**config.mk**
```make
export PLATFORM = sky130hd
export DESIGN_NAME = sar_adc_control
export DESIGN_NICKNAME = d
export VERILOG_FILES = /design/src/sar_adc_pkg.sv /design/src/tad_gen.sv /design/src/sar_adc_control.sv
export VERILOG_INCLUDE_DIRS = /design/src
export SDC_FILE = /design/constraint.sdc
export NUM_CORES = 1
export LEC_CHECK = 0
export ABC_AREA = 1
export BUFFER_PORTS_ARGS = -buffer_cell sky130_fd_sc_hd__buf_2
export CAP_MARGIN = 20
export CORE_UTILIZATION = 25
export DETAILED_ROUTE_END_ITERATION = 8
export MAX_ROUTING_LAYER = met4
export PLACE_DENSITY = 0.44
export SLEW_MARGIN = 20
export SYNTH_ARGS = -nofsm -noshare
export SYNTH_HDL_FRONTEND = slang
export SYNTH_SLANG_ARGS = --single-unit
export TNS_END_PERCENT = 20
```
**constraint.sdc**
```tcl
create_clock -name sys_clk -period 2.7 [get_ports sys_clk]
set_input_delay 0 -clock sys_clk [delete_from_list [all_inputs] [get_ports sys_clk]]
set_output_delay 0 -clock sys_clk [all_outputs]
set_load 0.02 [all_outputs]
```
**src/sar_adc_control_map.svh**
```systemverilog
// register map, field positions, reset values and timing counts of the converter control
`ifndef SAR_ADC_CONTROL_MAP_SVH
`define SAR_ADC_CONTROL_MAP_SVH

// ==========================================================================
// register indices (byte address is four times the index)
`define IDX_FLAGS       8'h0C
`define IDX_RESULT      8'h1E
`define IDX_CONTROL_A   8'h1F
`define IDX_PORT_CFG    8'h9F
`define ADDR_W          10

// ==========================================================================
// field positions
`define CLKSEL_HI       7
`define CLKSEL_LO       6
`define CHSEL_HI        5
`define CHSEL_LO        3
`define GO_BIT          2
`define ON_BIT          0
`define PCFG_HI         2
`define PCFG_LO         0
`define DONE_BIT        6

// ==========================================================================
// reset values
`define CONTROL_A_RST   8'h00
`define PORT_CFG_RST    3'h0
`define RESULT_RST      8'h00

// ==========================================================================
// clock codes and timing counts
`define CLK_DIV2        2'h0
`define CLK_DIV8        2'h1
`define CLK_DIV32       2'h2
`define CLK_RC          2'h3
`define HALF_DIV2       5'h00
`define HALF_DIV8       5'h03
`define HALF_DIV32      5'h0F
`define INSTR_CYCLES    3'h4
`define HALF_TADS_CONV  5'h13
`define HALF_TADS_LAST  5'h10
`define HALF_TADS_GAP   3'h4
`define SAR_START       8'h80
`define LAST_CHAN_FIVE  3'h4

`endif

```
**src/sar_adc_pkg.sv**
```systemverilog
// types shared by the converter control, the analog source model, the checks and the bench
package sar_adc_pkg;

  typedef enum logic [1:0] {
    ST_IDLE   = 2'b00,
    ST_RCWAIT = 2'b01,
    ST_CONV   = 2'b10,
    ST_GAP    = 2'b11
  } conv_state_e;

  // everything the analog front end needs from the control logic
  typedef struct packed {
    logic       power;
    logic       sample;
    logic       refExt;
    logic       chanOk;
    logic [2:0] chan;
    logic [7:0] trial;
  } analog_ctl_s;

endpackage

```
**src/tad_gen.sv**
```systemverilog
// bit-period generator: one pulse per half bit period from the selected source
`timescale 1ns/1ns
`include "sar_adc_control_map.svh"

module half_period_gen (
  input  wire logic       sys_clk,
  input  wire logic       rstn,
  input  wire logic       clkEn,
  input  wire logic       run,
  input  wire logic [1:0] clkSel,
  input  wire logic       rcTick,
  output logic            halfTick
);

  logic [4:0] cnt_reg;
  logic [4:0] cnt_next;
  logic [4:0] limit;
  logic       wrap;
  logic       tick_next;

  // ==========================================================================
  // divider
  assign limit = (clkSel == `CLK_DIV2) ? `HALF_DIV2 :
                 (clkSel == `CLK_DIV8) ? `HALF_DIV8 : `HALF_DIV32;
  assign wrap      = (cnt_reg == limit);
  assign cnt_next  = (!run || wrap) ? 5'h00 : cnt_reg + 5'h01;
  // rc source ticks already arrive once per half bit period
  assign tick_next = run && ((clkSel == `CLK_RC) ? rcTick : wrap);

  always_ff @(posedge sys_clk or negedge rstn) begin
    if (!rstn) begin
      cnt_reg  <= 5'h00;
      halfTick <= 1'b0;
    end else if (clkEn) begin
      cnt_reg  <= cnt_next;
      halfTick <= tick_next;
    end
  end

endmodule

```
**src/sar_adc_control.sv**
```systemverilog
// converter control: apb registers, conversion sequencer and pin configuration
//
// The APB register port was left to the implementer.
`timescale 1ns/1ns
`include "sar_adc_control_map.svh"

// How it works
// eight trial bits decided by comparator, msb first, into an unsigned result
// reference is supply or external pin, chosen by the port configuration code
// conversion continues in sleep only with the internal rc clock
// clock select: 00 /2, 01 /8, 10 /32, 11 internal rc
// channel select field routes channel 0 to 7 to the hold
// channels 5 to 7 exist only on the eight-input variant
// writing go with converter on starts conversion; go reads 1 while busy
// hardware clears go when conversion completes
// converter on bit powers the converter; off means no operating current
// unimplemented control and config bits read as zero
// config 000 all analog on supply; 001 adds external reference pin
// 01x drops channels 5-7, 10x keeps 0,1,3, 11x all digital
// software clears done flag before enabling the interrupt chain
// software configures, powers up and waits acquisition before go
// software polls go or takes interrupt, then reads result
// at least two bit periods between conversion end and next acquisition
// software waits acquisition time after changing channel
// sixteen microseconds suffice for sources up to ten kilohms
// without converter, registers are absent and flags stay clear
// clearing go mid-conversion aborts and keeps the old result
// a conversion lasts nine and a half bit periods
// with rc clock, one instruction cycle passes before converting
// reset disables converter and aborts any conversion
// result load, done flag set and go clear share one cycle
module sar_adc_control #(
  parameter bit HAS_ADC    = 1'b1,
  parameter bit EIGHT_CHAN = 1'b1
) (
  input  wire logic                  sys_clk,
  input  wire logic                  rstn,
  input  wire logic                  clkEn,
  input  wire logic                  psel,
  input  wire logic                  penable,
  input  wire logic                  pwrite,
  input  wire logic [`ADDR_W-1:0]    paddr,
  input  wire logic [31:0]           pwdata,
  output logic      [31:0]           prdata,
  output logic                       pready,
  output logic                       pslverr,
  input  wire logic                  rcTick,
  input  wire logic                  cpuSleep,
  input  wire logic                  compIn,
  output sar_adc_pkg::analog_ctl_s   analogCtl,
  output logic      [7:0]            pinAnalog
);

  sar_adc_pkg::conv_state_e state_reg;
  sar_adc_pkg::conv_state_e state_next;
  logic [1:0]  clkSel_reg;
  logic [2:0]  chSel_reg;
  logic        on_reg;
  logic        go_reg;
  logic        go_next;
  logic        done_reg;
  logic [2:0]  pcfg_reg;
  logic [7:0]  result_reg;
  logic [7:0]  sar_reg;
  logic [7:0]  sar_next;
  logic [4:0]  step_reg;
  logic [4:0]  step_next;
  logic [2:0]  wait_reg;
  logic [2:0]  wait_next;
  logic        halfTick;

  // ==========================================================================
  // functions
  // analog mask ch0..ch7 in bits 0..7, external reference in bit 8
  function automatic logic [8:0] pinRoles(input logic [2:0] cfg, input logic eight);
    logic [7:0] mask;
    mask = 8'h00;
    case (cfg[2:1])
      2'b00:   mask = cfg[0] ? 8'hF7 : 8'hFF;
      2'b01:   mask = cfg[0] ? 8'h17 : 8'h1F;
      2'b10:   mask = cfg[0] ? 8'h03 : 8'h0B;
      default: mask = 8'h00;
    endcase
    if (!eight) begin
      mask = mask & 8'h1F;
    end
    pinRoles = {cfg[0] && (cfg[2:1] != 2'b11), mask};
  endfunction

  // keep the decided bit, raise the next trial bit
  function automatic logic [7:0] sarStep(input logic [7:0] sar, input logic [2:0] ptr,
                                         input logic keep);
    logic [7:0] s;
    s = sar;
    s[ptr] = keep;
    if (ptr != 3'h0) begin
      s[ptr - 3'h1] = 1'b1;
    end
    sarStep = s;
  endfunction

  // ==========================================================================
  // bus decode
  logic [7:0] idx;
  logic       setup;
  logic       wrDone;
  logic       hitFlags;
  logic       hitResult;
  logic       hitCtrl;
  logic       hitCfg;
  logic       mapped;
  logic [7:0] rdByte;
  logic       wrCtrl;
  logic       wrCfg;
  logic       wrResult;
  logic       wrFlags;

  assign idx       = paddr[`ADDR_W-1:2];
  assign setup     = psel && !penable;
  assign wrDone    = psel && penable && pready && pwrite;
  assign hitFlags  = (idx == `IDX_FLAGS);
  assign hitResult = HAS_ADC && (idx == `IDX_RESULT);
  assign hitCtrl   = HAS_ADC && (idx == `IDX_CONTROL_A);
  assign hitCfg    = HAS_ADC && (idx == `IDX_PORT_CFG);
  assign mapped    = hitFlags || hitResult || hitCtrl || hitCfg;
  assign wrCtrl    = wrDone && hitCtrl;
  assign wrCfg     = wrDone && hitCfg;
  assign wrResult  = wrDone && hitResult;
  assign wrFlags   = wrDone && hitFlags && HAS_ADC;
  assign rdByte    = hitCtrl   ? {clkSel_reg, chSel_reg, go_reg, 1'b0, on_reg} :
                     hitCfg    ? {5'h00, pcfg_reg} :
                     hitResult ? result_reg :
                     hitFlags  ? ({7'h00, done_reg} << `DONE_BIT) : 8'h00;

  always_ff @(posedge sys_clk or negedge rstn) begin
    if (!rstn) begin
      pready  <= 1'b0;
      pslverr <= 1'b0;
      prdata  <= 32'h0000_0000;
    end else if (clkEn) begin
      pready  <= setup;
      pslverr <= setup && !mapped;
      prdata  <= setup ? {24'h00_0000, rdByte} : 32'h0000_0000;
    end
  end

  // ==========================================================================
  // sequencer
  logic       rcSel;
  logic       sleepKill;
  logic       goWrite;
  logic       goClear;
  logic       convEnd;
  logic       decide;
  logic [2:0] bitPtr;
  localparam sar_adc_pkg::conv_state_e sarStepHold = sar_adc_pkg::ST_IDLE;

  assign rcSel     = (clkSel_reg == `CLK_RC);
  assign sleepKill = cpuSleep && !rcSel;
  assign goWrite   = wrCtrl && pwdata[`GO_BIT] && on_reg;
  assign goClear   = (wrCtrl && !pwdata[`GO_BIT]) || !on_reg || sleepKill;
  assign step_next = (state_reg == sarStepHold) ? step_reg : step_reg + 5'h01;
  assign decide    = (state_reg == sar_adc_pkg::ST_CONV) && halfTick && !step_next[0]
                     && (step_next != 5'h00) && (step_next <= `HALF_TADS_LAST);
  assign bitPtr    = 3'(4'h8 - {1'b0, step_next[3:1]} - (step_next[4] ? 4'h8 : 4'h0));
  assign convEnd   = (state_reg == sar_adc_pkg::ST_CONV) && halfTick
                     && (step_next == `HALF_TADS_CONV) && !goClear;

  always_comb begin
    state_next = state_reg;
    go_next    = go_reg;
    sar_next   = sar_reg;
    wait_next  = wait_reg;
    case (state_reg)
      sar_adc_pkg::ST_IDLE: begin
        if (goWrite && !sleepKill) begin
          go_next    = 1'b1;
          sar_next   = `SAR_START;
          wait_next  = 3'h0;
          state_next = rcSel ? sar_adc_pkg::ST_RCWAIT : sar_adc_pkg::ST_CONV;
        end
      end
      sar_adc_pkg::ST_RCWAIT: begin
        wait_next = wait_reg + 3'h1;
        if (goClear) begin
          go_next    = 1'b0;
          wait_next  = 3'h0;
          state_next = sar_adc_pkg::ST_GAP;
        end else if (wait_next == `INSTR_CYCLES) begin
          state_next = sar_adc_pkg::ST_CONV;
        end
      end
      sar_adc_pkg::ST_CONV: begin
        wait_next = 3'h0;
        if (goClear) begin
          go_next    = 1'b0;
          state_next = sar_adc_pkg::ST_GAP;
        end else if (convEnd) begin
          go_next    = 1'b0;
          state_next = sar_adc_pkg::ST_GAP;
        end else if (decide) begin
          sar_next = sarStep(sar_reg, bitPtr, compIn);
        end
      end
      sar_adc_pkg::ST_GAP: begin
        // a go written during the gap waits here until two bit periods have passed
        if (goWrite) begin
          go_next = 1'b1;
        end else if (goClear) begin
          go_next = 1'b0;
        end
        if (halfTick) begin
          wait_next = wait_reg + 3'h1;
        end
        if (wait_next == `HALF_TADS_GAP) begin
          wait_next  = 3'h0;
          sar_next   = `SAR_START;
          state_next = !go_next ? sar_adc_pkg::ST_IDLE :
                       rcSel ? sar_adc_pkg::ST_RCWAIT : sar_adc_pkg::ST_CONV;
        end
      end
      default: begin
        state_next = sar_adc_pkg::ST_IDLE;
        go_next    = 1'b0;
      end
    endcase
  end

  // the step counter restarts whenever the sequencer is not converting
  logic [4:0] stepLoad;
  assign stepLoad = (state_reg != sar_adc_pkg::ST_CONV) ? 5'h00 :
                    halfTick ? step_next : step_reg;

  always_ff @(posedge sys_clk or negedge rstn) begin
    if (!rstn) begin
      state_reg <= sar_adc_pkg::ST_IDLE;
      go_reg    <= 1'b0;
      sar_reg   <= `SAR_START;
      step_reg  <= 5'h00;
      wait_reg  <= 3'h0;
    end else if (clkEn) begin
      state_reg <= state_next;
      go_reg    <= go_next;
      sar_reg   <= sar_next;
      step_reg  <= stepLoad;
      wait_reg  <= wait_next;
    end
  end

  // ==========================================================================
  // software registers
  logic [7:0] result_next;
  logic       done_next;

  assign result_next = convEnd ? sar_next : wrResult ? pwdata[7:0] : result_reg;
  assign done_next   = convEnd || (wrFlags ? pwdata[`DONE_BIT] : done_reg);

  always_ff @(posedge sys_clk or negedge rstn) begin
    if (!rstn) begin
      clkSel_reg <= 2'(`CONTROL_A_RST >> `CLKSEL_LO);
      chSel_reg  <= 3'h0;
      on_reg     <= 1'b0;
      pcfg_reg   <= `PORT_CFG_RST;
      result_reg <= `RESULT_RST;
      done_reg   <= 1'b0;
    end else if (clkEn) begin
      if (wrCtrl) begin
        clkSel_reg <= pwdata[`CLKSEL_HI:`CLKSEL_LO];
        chSel_reg  <= pwdata[`CHSEL_HI:`CHSEL_LO];
        on_reg     <= pwdata[`ON_BIT];
      end
      if (wrCfg) begin
        pcfg_reg <= pwdata[`PCFG_HI:`PCFG_LO];
      end
      result_reg <= result_next;
      done_reg   <= done_next;
    end
  end

  // ==========================================================================
  // analog front end controls
  logic [8:0]               roles;
  logic                     busy;
  sar_adc_pkg::analog_ctl_s ctl_next;

  assign roles          = pinRoles(pcfg_reg, EIGHT_CHAN);
  assign busy           = (state_reg == sar_adc_pkg::ST_RCWAIT) ||
                          (state_reg == sar_adc_pkg::ST_CONV);
  // in sleep without a conversion to finish the converter is off, though on_reg stays set
  assign ctl_next.power = on_reg && (!cpuSleep || (rcSel && busy));
  assign ctl_next.sample = on_reg && !busy && (state_reg != sar_adc_pkg::ST_GAP);
  assign ctl_next.refExt = roles[8];
  assign ctl_next.chanOk = EIGHT_CHAN || (chSel_reg <= `LAST_CHAN_FIVE);
  assign ctl_next.chan   = chSel_reg;
  assign ctl_next.trial  = sar_next;

  always_ff @(posedge sys_clk or negedge rstn) begin
    if (!rstn) begin
      analogCtl <= '0;
      pinAnalog <= 8'hFF;
    end else if (clkEn) begin
      analogCtl <= ctl_next;
      pinAnalog <= roles[7:0];
    end
  end

  half_period_gen u_half_period (
    .sys_clk  (sys_clk),
    .rstn     (rstn),
    .clkEn    (clkEn),
    .run      (busy || (state_reg == sar_adc_pkg::ST_GAP)),
    .clkSel   (clkSel_reg),
    .rcTick   (rcTick),
    .halfTick (halfTick)
  );

endmodule

```
; ---- Yosys cells after proc, flatten, opt, wreduce, memory -nomap -nowiden
; Index checks and enable logic that the tools add are counted.
[word_totals]
regBits = 100
input_bits = 51
out_inout_bits = 57
word_cells = 173
[op_classes]
add_sub_neg = 6
n_lt_le_gt_ge = 5
eq_ne = 22
mux = 53
bitwise_logic = 1
n_reduce_logical = 63
[ops]
columns = op, n
row1 = $mux W8, 12
row2 = $pmux W8 S3, 2
row3 = $logic_and A1 B1 Y1, 28
row4 = $mux W5, 5
row5 = $eq A8 B5 Y1 const B, 2
row6 = $mux W2, 8
row7 = $mux W4, 4
row8 = $mux W3, 5
row9 = $pmux W3 S4, 1
row10 = $logic_not A1 Y1, 11
row11 = $add A5 B1 Y5 const B, 2
row12 = $logic_or A1 B1 Y1, 10
row13 = $mux W1, 10
row14 = $reduce_and A2 Y1, 5
row15 = $bwmux W8, 1
row16 = $eq A2 B2 Y1 const B, 4
row17 = $eq A8 B4 Y1 const B, 1
row18 = $eq A8 B8 Y1 const B, 1
row19 = $lt A3 B4 Y1 const B, 2
row20 = $ne A2 B2 Y1 const B, 4
row21 = $or A8 B8 Y8, 1
row22 = $pmux W2 S4, 1
row23 = $mux W7, 1
row24 = $demux W1 S3, 2
row25 = other kinds (19), 27

; ---- Logic depth before layout (Yosys ltp)
; Gate-level depths: netlist of the first run.
[depth]
word_depth = 16
depth_mapped = 18
mapped_depth_nobuf = 18

; ---- By module
; Synthesis of the first run repeated with hierarchy kept, for this count alone.
[hier_totals]
hier_cells = 546
hier_area_um2 = 4067.7
[by_module_without_submodules]
columns = mod, n_inst, cells_per_inst, area_per_inst_um2, seq_area_each_um2
row1 = sar_adc_control, 1, 495, 3698.5, 1482.7
row2 = half_period_gen, 1, 51, 369.1, 150.1

; ---- Least setup slack after synthesis of the first run
; No wires, ideal clock.
[synth_path]
kind = register to register
start = register state_reg[0]
end = register result_reg[3]
setup_ns = 0.122
t_arrival_ns = 1.981
required_time_ns = 2.578
setup_slack_ns = 0.597
stages_incl_launch_ff = 15
n_path_buf = 0
synth_period_minus_slack_ns = 2.103
path_cell_list = dfrtp_1 -> inv_1 -> ha_1 -> inv_2 -> nand2_4 -> o21ai_2 -> nand2_4 -> nand2_2 -> nor2_4 -> nand2_4 -> nor2_8 -> a21boi_4 -> inv_4 -> o211ai_2 -> o21ai_2
[synth_via]
elab_chain_cells = 16
word_cells_on_any_way = 38
classes_between = add/sub (3) / order compare (5) / eq/ne (3) / mux (12) / bitwise (1) / reduce/logical (14)
[synth_lines]
columns = element, line
row1 = "start, declared", sar_adc_control.sv:54  ; sar_adc_pkg::conv_state_e state_reg;
row2 = "start signal, assigned", sar_adc_control.sv:236  ; state_reg <= sar_adc_pkg::ST_IDLE;
row3 = "start signal, assigned", sar_adc_control.sv:242  ; state_reg <= state_next;
row4 = $logic_not A2 Y1, "sar_adc_control.sv:162, sar_adc_control.sv:174"
row5 = $mux W5, sar_adc_control.sv:162  ; assign step_next = (state_reg == sarStepHold) ? step_reg : step_reg + 5'h01;
row6 = $sub A1 B3 Y3, sar_adc_control.sv:165  ; assign bitPtr = 3'(4'h8 - {1'b0, step_next[3:1]} - (step_next[4] ? 4'h8 : 4'h0));
row7 = $sub A3 B3 Y3, sar_adc_control.sv:165
row8 = "$sub A3 B1 Y3, or another cell as far along", sar_adc_control.sv:97  ; s[ptr - 3'h1] = 1'b1;
row9 = "$lt A3 B4 Y1 (not written as such), or another cell as far along", sar_adc_control.sv:97
row10 = $logic_and A1 B1 Y1 (not written as such) / $mux W1 (equally long branches), "sar_adc_control.sv:97, sar_adc_control.sv:95"
row11 = $mux W1 (not written as such) / $demux W1 S3 (equally long branches), "sar_adc_control.sv:97, sar_adc_control.sv:95"
row12 = $demux W1 S3 / $bwmux W8 (equally long branches), "sar_adc_control.sv:97, sar_adc_control.sv:95"
row13 = $or A8 B8 Y8 (no source line), n/a
row14 = $mux W8, sar_adc_control.sv:96  ; if (ptr != 3'h0) begin
row15 = $mux W8, sar_adc_control.sv:201  ; end else if (decide) begin
row16 = $mux W8, sar_adc_control.sv:198  ; end else if (convEnd) begin
row17 = $mux W8, sar_adc_control.sv:195  ; if (goClear) begin
row18 = $pmux W8 S3, sar_adc_control.sv:174  ; case (state_reg)
row19 = $mux W8, sar_adc_control.sv:255  ; assign result_next = convEnd ? sar_next : wrResult ? pwdata[7:0] : result_reg;
row20 = "end signal, assigned", sar_adc_control.sv:264  ; result_reg <= `RESULT_RST;
row21 = "end signal, assigned", sar_adc_control.sv:275  ; result_reg <= result_next;
row22 = "end, declared", sar_adc_control.sv:63  ; logic [7:0] result_reg;
; Parallel ways exist; a longest one is shown, timed or not.
; A chain may end at the register's enable or synchronous reset.

; ---- Worst setup path after layout of the first run
; Same ends and word-level chain as after synthesis.

==> metrics.cfg, run 1 <==
[drt]
firstDrtPassIters=4
drtAntennaViolNets=0
wl_per_cell_um=13.0
met1Wirelength_um=5190
met2WireLength_um=4880
first_iter_violations=157
top_layer=met4
dr_wl_met3_um=365
vias=3525
drt-total-wl_um=10500
viasPerCell=4.33
drc=0

[placement]
place_area_um2=4460
place_ws_ns=0.308
place_hpwl_um=7970
io_buffers=57
gp_congestion=0.853

[worst_hold_path]
hp-class=in2reg
min_from=psel
min_to=prdata[1]$_DFFE_PN0P_
whs_path_depth=5

[die]
floorplan.initialDensity_pct=25.7
core.rowCount=46
core_um2=15900
fp.dieW_um=130
die_area_um2=16800
ioPinCount=108
die_h_um=130

[setup_path]
reg2reg_to=result_reg[3]$_DFFE_PN0P_
cp.arrival_ns=2.59
reg2reg_slack_ns=0.33
worstSetupStartpointType=flip-flop
critPathMaxFanout=10
crit_type=reg2reg
cp.required_ns=2.92
r2r_start=state_reg[0]$_DFFE_PN0P_
reg2regPathDepth=14
end_kind=flip-flop

[final_layout]
num-nets-final=653
final_cell_mix=nand2_1, inv_1, dfrtp_1, buf_2, o21ai_0
diodes=0
fill_cells=1783
areaGrowthSynthToFinish_pct=19.3
finalInstanceArea_um2=4860
final_common_cell=nand2_1
drive_above_1_share_pct=20.9

[pwr]
power_density_nw_per_um2=747
p_total_uw=3630
p_leak_uw=0.00247
vdd_drop_max_mv=0.275

[clocking]
clockRootBuffer=clkbuf_16
cts_resized=0
htreeDepth=3
cts_tree=yes
clk_pin_slew_ns=0.06
clk_latency_ns=0.34
clock_sinks=65
cts-buffers-inserted=9
postCtsSetupBuffers=0
cts_buffer_depth=2

[yosys]
yosys_warnings=0
ys.flop_type=dfrtp_1
yosys.area_share.simple_pct=26.2
synthMuxAreaShare_pct=0.276
yosysSeqAreaShare_pct=40.1
synth-edff-count=0
synth_top_family_by_area=simple AND/OR/NAND/NOR gates
synth_compound_area_share_pct=16.3
synth-xor-area-share_pct=0.859
syn_area_um2=4080
yosysTopAreaCellShare_pct=36.8
ys_top_cells_by_area=dfrtp_1, nand2_1, buf_4
synthAdderAreaFrac_pct=2.76
synthCells=530
ys_ff_latch=65
yosysUniqueCellTypes=46
synth_top_cell_by_area=dfrtp_1
ys_async_sr_fraction_pct=100
post_synth.cell_area_avg_um2=7.69

[timing]
worstMarginPinSlew_ns=0.737
skew_ns=0.00907
max_freq_mhz=422
fin_ws_ns=0.333
fin_setup_tns_ns=0
fin_crit_ns=2.37
min_period_over_period_pct=87.7
final_max_slew_viol_count=0
rsz0062_at_grt=false
setup-violations-final=0
finalHoldViolCount=0
hold_slack_ns=0.0232
slew-limit-headroom_pct=50.4

[grt]
grt_pass1_vias=3477
grt_max_degree=35
grt.overflow.total=0
grt_util_all_layers_pct=14.1
grt_pass1_wl_um=17500
antenna_found_initial=0

[status]
status=finished clean

[run]
maxCapViolCount=0

[worst max-delay path by stage]
| stage | endpoint | from | cells past startpoint |
|---|---|---|---|
| 6_report | result_reg[3]$_DFFE_PN0P_ | state_reg[0]$_DFFE_PN0P_ | 14 |
| 5_1_grt | result_reg[1]$_DFFE_PN0P_ | state_reg[0]$_DFFE_PN0P_ | 16 |
| 4_1_cts | result_reg[3]$_DFFE_PN0P_ | state_reg[0]$_DFFE_PN0P_ | 14 |
| 3_5_place_dp | result_reg[4]$_DFFE_PN0P_ | state_reg[0]$_DFFE_PN0P_ | 14 |
| 3_3_place_gp | result_reg[1]$_DFFE_PN0P_ | state_reg[0]$_DFFE_PN0P_ | 16 |
| 2_1_floorplan | result_reg[3]$_DFFE_PN0P_ | state_reg[0]$_DFFE_PN0P_ | 14 |
[repair_timing]
item	CTS	global route
hold buffers	9	0
setup endpoints to repair	0	0
hold endpoints to repair	38	0
[cells in the mapped netlist (2+ instances only)]
| cell type | count |
|---|---|
| inv_4 | 3 |
| dfstp_2 | 5 |
| nor2_2 | 3 |
| nand2_2 | 5 |
| o22ai_1 | 6 |
| nand3_2 | 2 |
| a21oi_2 | 8 |
| o21ai_1 | 5 |
| a31oi_1 | 4 |
| a21oi_1 | 11 |
| xor2_1 | 2 |
| or2_2 | 2 |
| nor3_1 | 2 |
| o21ai_0 | 42 |
| dfrtp_1 | 60 |
| nor2_1 | 32 |
| nand3_1 | 15 |
| ha_1 | 9 |
| buf_4 | 35 |
| o21ai_2 | 5 |
| nor4_1 | 2 |
| nand2_1 | 158 |
| o211ai_2 | 3 |
| clkbuf_1 | 7 |
| o211ai_1 | 3 |
| inv_1 | 60 |
| a22o_1 | 7 |
| xnor2_1 | 2 |
| nand4_1 | 9 |
| nand2_4 | 7 |
[per-layer routing]
metal / up-vias / global-route usage, %
li1: 1785 / -
met1: 1670 / 18.4
met2: 64 / 21.5
met3: 6 / 3.57
met4: 0 / 3.90
met5: - / -
[report_power, final]
group	internal [µW]	total [µW]	switching, µW
registers	1110	1250	136
clock network	789	1210	419
logic	394	1180	783
[area by class of cell]
| cell class | count | area [µm²] | share of cell area, % |
|---|---|---|---|
| inverter | 65 | 251 | 5.17 |
| clock buffer | 14 | 274 | 5.64 |
| multi-input combinational | 380 | 1980 | 40.7 |
| clock inverter | 2 | 35.0 | 0.721 |
| sequential | 65 | 1630 | 33.6 |
| tap | 216 | 270 | 5.56 |
| timing repair buffer | 72 | 420 | 8.65 |
[cell families after synthesis]
| family | after synthesis |
|---|---|
| flip-flops | 65 |
| AND/OR/NAND/NOR | 240 |
| buffers and inverters | 108 |
| multiplexers | 1 |
| adder cells (fa/ha/maj) | 9 |
| XOR/XNOR | 4 |
| AO/OA/AOI/OAI | 102 |
| other | 1 |
[metrics by stage]
step | utilization (%) | std cells
3_5_place_dp | 28.1 | 789
3_3_place_gp | 28.1 | 789
5_1_grt | 30.6 | 814
2_1_floorplan | - | 553
4_1_cts | 30.6 | 814
6_report | 30.6 | 814
[critical path: stages, from the launching register on]
cell and delay [ns]:
dfrtp_1 0.39, inv_1 0.09, ha_1 0.28, inv_2 0.19
nand2_4 0.09, o21ai_2 0.16, nand2_4 0.10, nand2_2 0.11
nor2_4 0.04, nand2_4 0.09, nor2_8 0.05, a21boi_4 0.36
inv_4 0.12, o211ai_2 0.09, o21ai_2 0.07
Power figures use the tool's default switching activity.
==> run 2: changes to the inputs <==
- CORE_MARGIN: unset -> 2
- TNS_END_PERCENT: 20 -> 10
==> metrics.cfg, run 2 (same netlist as run 1, synthesis figures left out) <==
[clocking]
postCtsSetupBuffers=0  ; unchanged
htreeDepth=3  ; unchanged
clockRootBuffer=clkbuf_16
cts_buffer_depth=2  ; unchanged
cts_resized=0  ; unchanged
holdBufCountCts=8  ; -1
clk_latency_ns=0.34  ; about the same
cts-buffers-inserted=9  ; unchanged
clk_pin_slew_ns=0.06  ; about the same
clock_sinks=65  ; unchanged
cts_tree=yes

[placement]
place_hpwl_um=8050  ; +0.99%
gp_congestion=0.838  ; -1.8%
io_buffers=57  ; unchanged

[drt]
wl_per_cell_um=13.2  ; +1.8%
drtAntennaViolNets=0  ; unchanged
vias=3497  ; -0.79%
firstDrtPassIters=4  ; unchanged
viasPerCell=4.31  ; -0.43%
drc=0  ; unchanged
drt-total-wl_um=10700  ; +1.4%
first_iter_violations=154  ; -1.9%

[worst_hold_path]
hp-class=in2reg
min_from=pwdata[1]
whs_path_depth=3  ; -2
min_to=pcfg_reg[1]$_DFFE_PN0P_

[die]
fp.dieW_um=132  ; +1.5%
die_area_um2=17300  ; +3.1%
die_h_um=132  ; +1.5%
floorplan.initialDensity_pct=25.7  ; unchanged
ioPinCount=108  ; unchanged
core_um2=15900  ; unchanged
core.rowCount=46  ; unchanged

[timing]
worstMarginPinSlew_ns=0.730  ; -0.00686 ns
skew_ns=0.0100  ; +0.000969 ns
rsz0062_at_grt=false
fin_setup_tns_ns=0  ; unchanged
final_max_slew_viol_count=0  ; unchanged
hold_slack_ns=0.00350  ; -0.0197 ns
fin_crit_ns=2.38  ; +0.0140 ns
finalHoldViolCount=0  ; unchanged
min_period_over_period_pct=88.2  ; +0.52 points
setup-violations-final=0  ; unchanged
max_freq_mhz=420  ; -0.59%
slew-limit-headroom_pct=50.9  ; +0.46 points

[setup_path]
critPathMostFrequentCell=nand2_4
end_kind=flip-flop
reg2regPathDepth=14  ; unchanged
path_buf_inv=3  ; unchanged
reg2reg_slack_ns=0.32  ; about the same
critical-path-top-delay-family=compound AO/OA/AOI/OAI gates
critPathMaxFanout=10  ; unchanged
cp.required_ns=2.92  ; about the same
worstSetupStartpointType=flip-flop
crit_type=reg2reg
slowest_delay_ns=0.41  ; +0.02 ns
reg2reg_to=result_reg[4]$_DFFE_PN0P_
crit_chain=inv_1, ha_1, inv_2, nand2_4, o21ai_2, nand2_4, nand2_2, nor2_4, nand2_4, nor2_8, a21boi_4, inv_4, o211ai_2, o21ai_2
cp.arrival_ns=2.60  ; about the same
r2r_start=state_reg[0]$_DFFE_PN0P_
critPathSlowestCell=dfrtp_1

[grt]
grt.overflow.total=0  ; unchanged
grt_pass1_vias=3575  ; +2.8%
grt_max_degree=66  ; +89%
grt_util_all_layers_pct=13.5  ; -0.56 points
antenna_found_initial=0  ; unchanged
grt_pass1_wl_um=18300  ; +4.6%

[final_layout]
areaGrowthSynthToFinish_pct=18.8
drive_above_1_share_pct=21.0  ; +0.11 points
final_common_cell=nand2_1
final_cell_mix=nand2_1, inv_1, dfrtp_1, buf_2, o21ai_0
num-nets-final=651  ; -0.31%
diodes=0  ; unchanged

[pwr]
vdd_drop_max_mv=0.333  ; +21%
p_leak_uw=0.00246  ; -0.52%
power_density_nw_per_um2=746  ; -0.18%

[status]
status=finished clean

[run]
maxCapViolCount=0  ; unchanged

run 2: cell count changes in the layout (fill, tap and decap cells not counted):
cell / previous run / this run
dlygate4sd3_1: 9 / 8
clkinv_4: 0 / 1
clkbuf_1: 2 / 0
clkinv_2: 1 / 2
clkbuf_8: 3 / 1
buf_12: 0 / 1
buf_4: 6 / 4
clkinvlp_4: 0 / 1
run 2: routing by layer:
metal  routed length, µm  global-route usage, %  share of wire, %
met3                 249                   1.89               2.3
met2                5000                   21.1                47
met1                5210                   17.4                49
met5                   0                      -                 0
met4                 239                   5.92               2.2
run 2: area by class of cell:
class,count,area [µm²]
clock inverters,5,56.3
repair buffers,70,415
inverters,65,251
clock buffers,10,239
multi-input cells,380,1980
well taps,216,270
fillers,1761,11000
flip-flops and latches,65,1630
run 2: how the worst max path moves through the flow:
stage          slack [ns]                   endpoint  cells past startpoint                     start
5_1_grt              0.04     sar_reg[4]$_DFFE_PN0P_                     17  state_reg[0]$_DFFE_PN0P_
3_3_place_gp         0.35  result_reg[3]$_DFFE_PN0P_                     14  state_reg[0]$_DFFE_PN0P_
4_1_cts              0.28  result_reg[4]$_DFFE_PN0P_                     14  state_reg[0]$_DFFE_PN0P_
2_1_floorplan        0.60  result_reg[3]$_DFFE_PN0P_                     14  state_reg[0]$_DFFE_PN0P_
6_report             0.32  result_reg[4]$_DFFE_PN0P_                     14  state_reg[0]$_DFFE_PN0P_
3_5_place_dp         0.30  result_reg[3]$_DFFE_PN0P_                     14  state_reg[0]$_DFFE_PN0P_
run 2: worst register-to-register path, cell delays in order, from the launching register on:
cell and delay [ns]:
dfrtp_1 0.41, inv_1 0.10, ha_1 0.28, inv_2 0.19
nand2_4 0.09, o21ai_2 0.16, nand2_4 0.10, nand2_2 0.11
nor2_4 0.04, nand2_4 0.09, nor2_8 0.06, a21boi_4 0.36
inv_4 0.12, o211ai_2 0.10, o21ai_2 0.07
run 2: through the flow:
stage	setup slack (ns)	instances	power (µW)	instance area, µm²	utilization, %
5_1_grt	0.0353	811	3880	4840	30.5
6_report	0.319	811	3610	4840	30.5
4_1_cts	0.276	811	3670	4840	30.5
3_5_place_dp	0.295	788	2440	4470	28.1
2_1_floorplan	0.597	553	2160	4160	-
3_3_place_gp	0.348	788	2440	4470	28.1
run 2: power breakdown:
| part | internal, µW | total, µW | switching (µW) |
|---|---|---|---|
| registers | 1110 | 1250 | 140 |
| clock network | 733 | 1180 | 450 |
| logic | 394 | 1180 | 784 |
| total | 2240 | 3610 | 1370 |
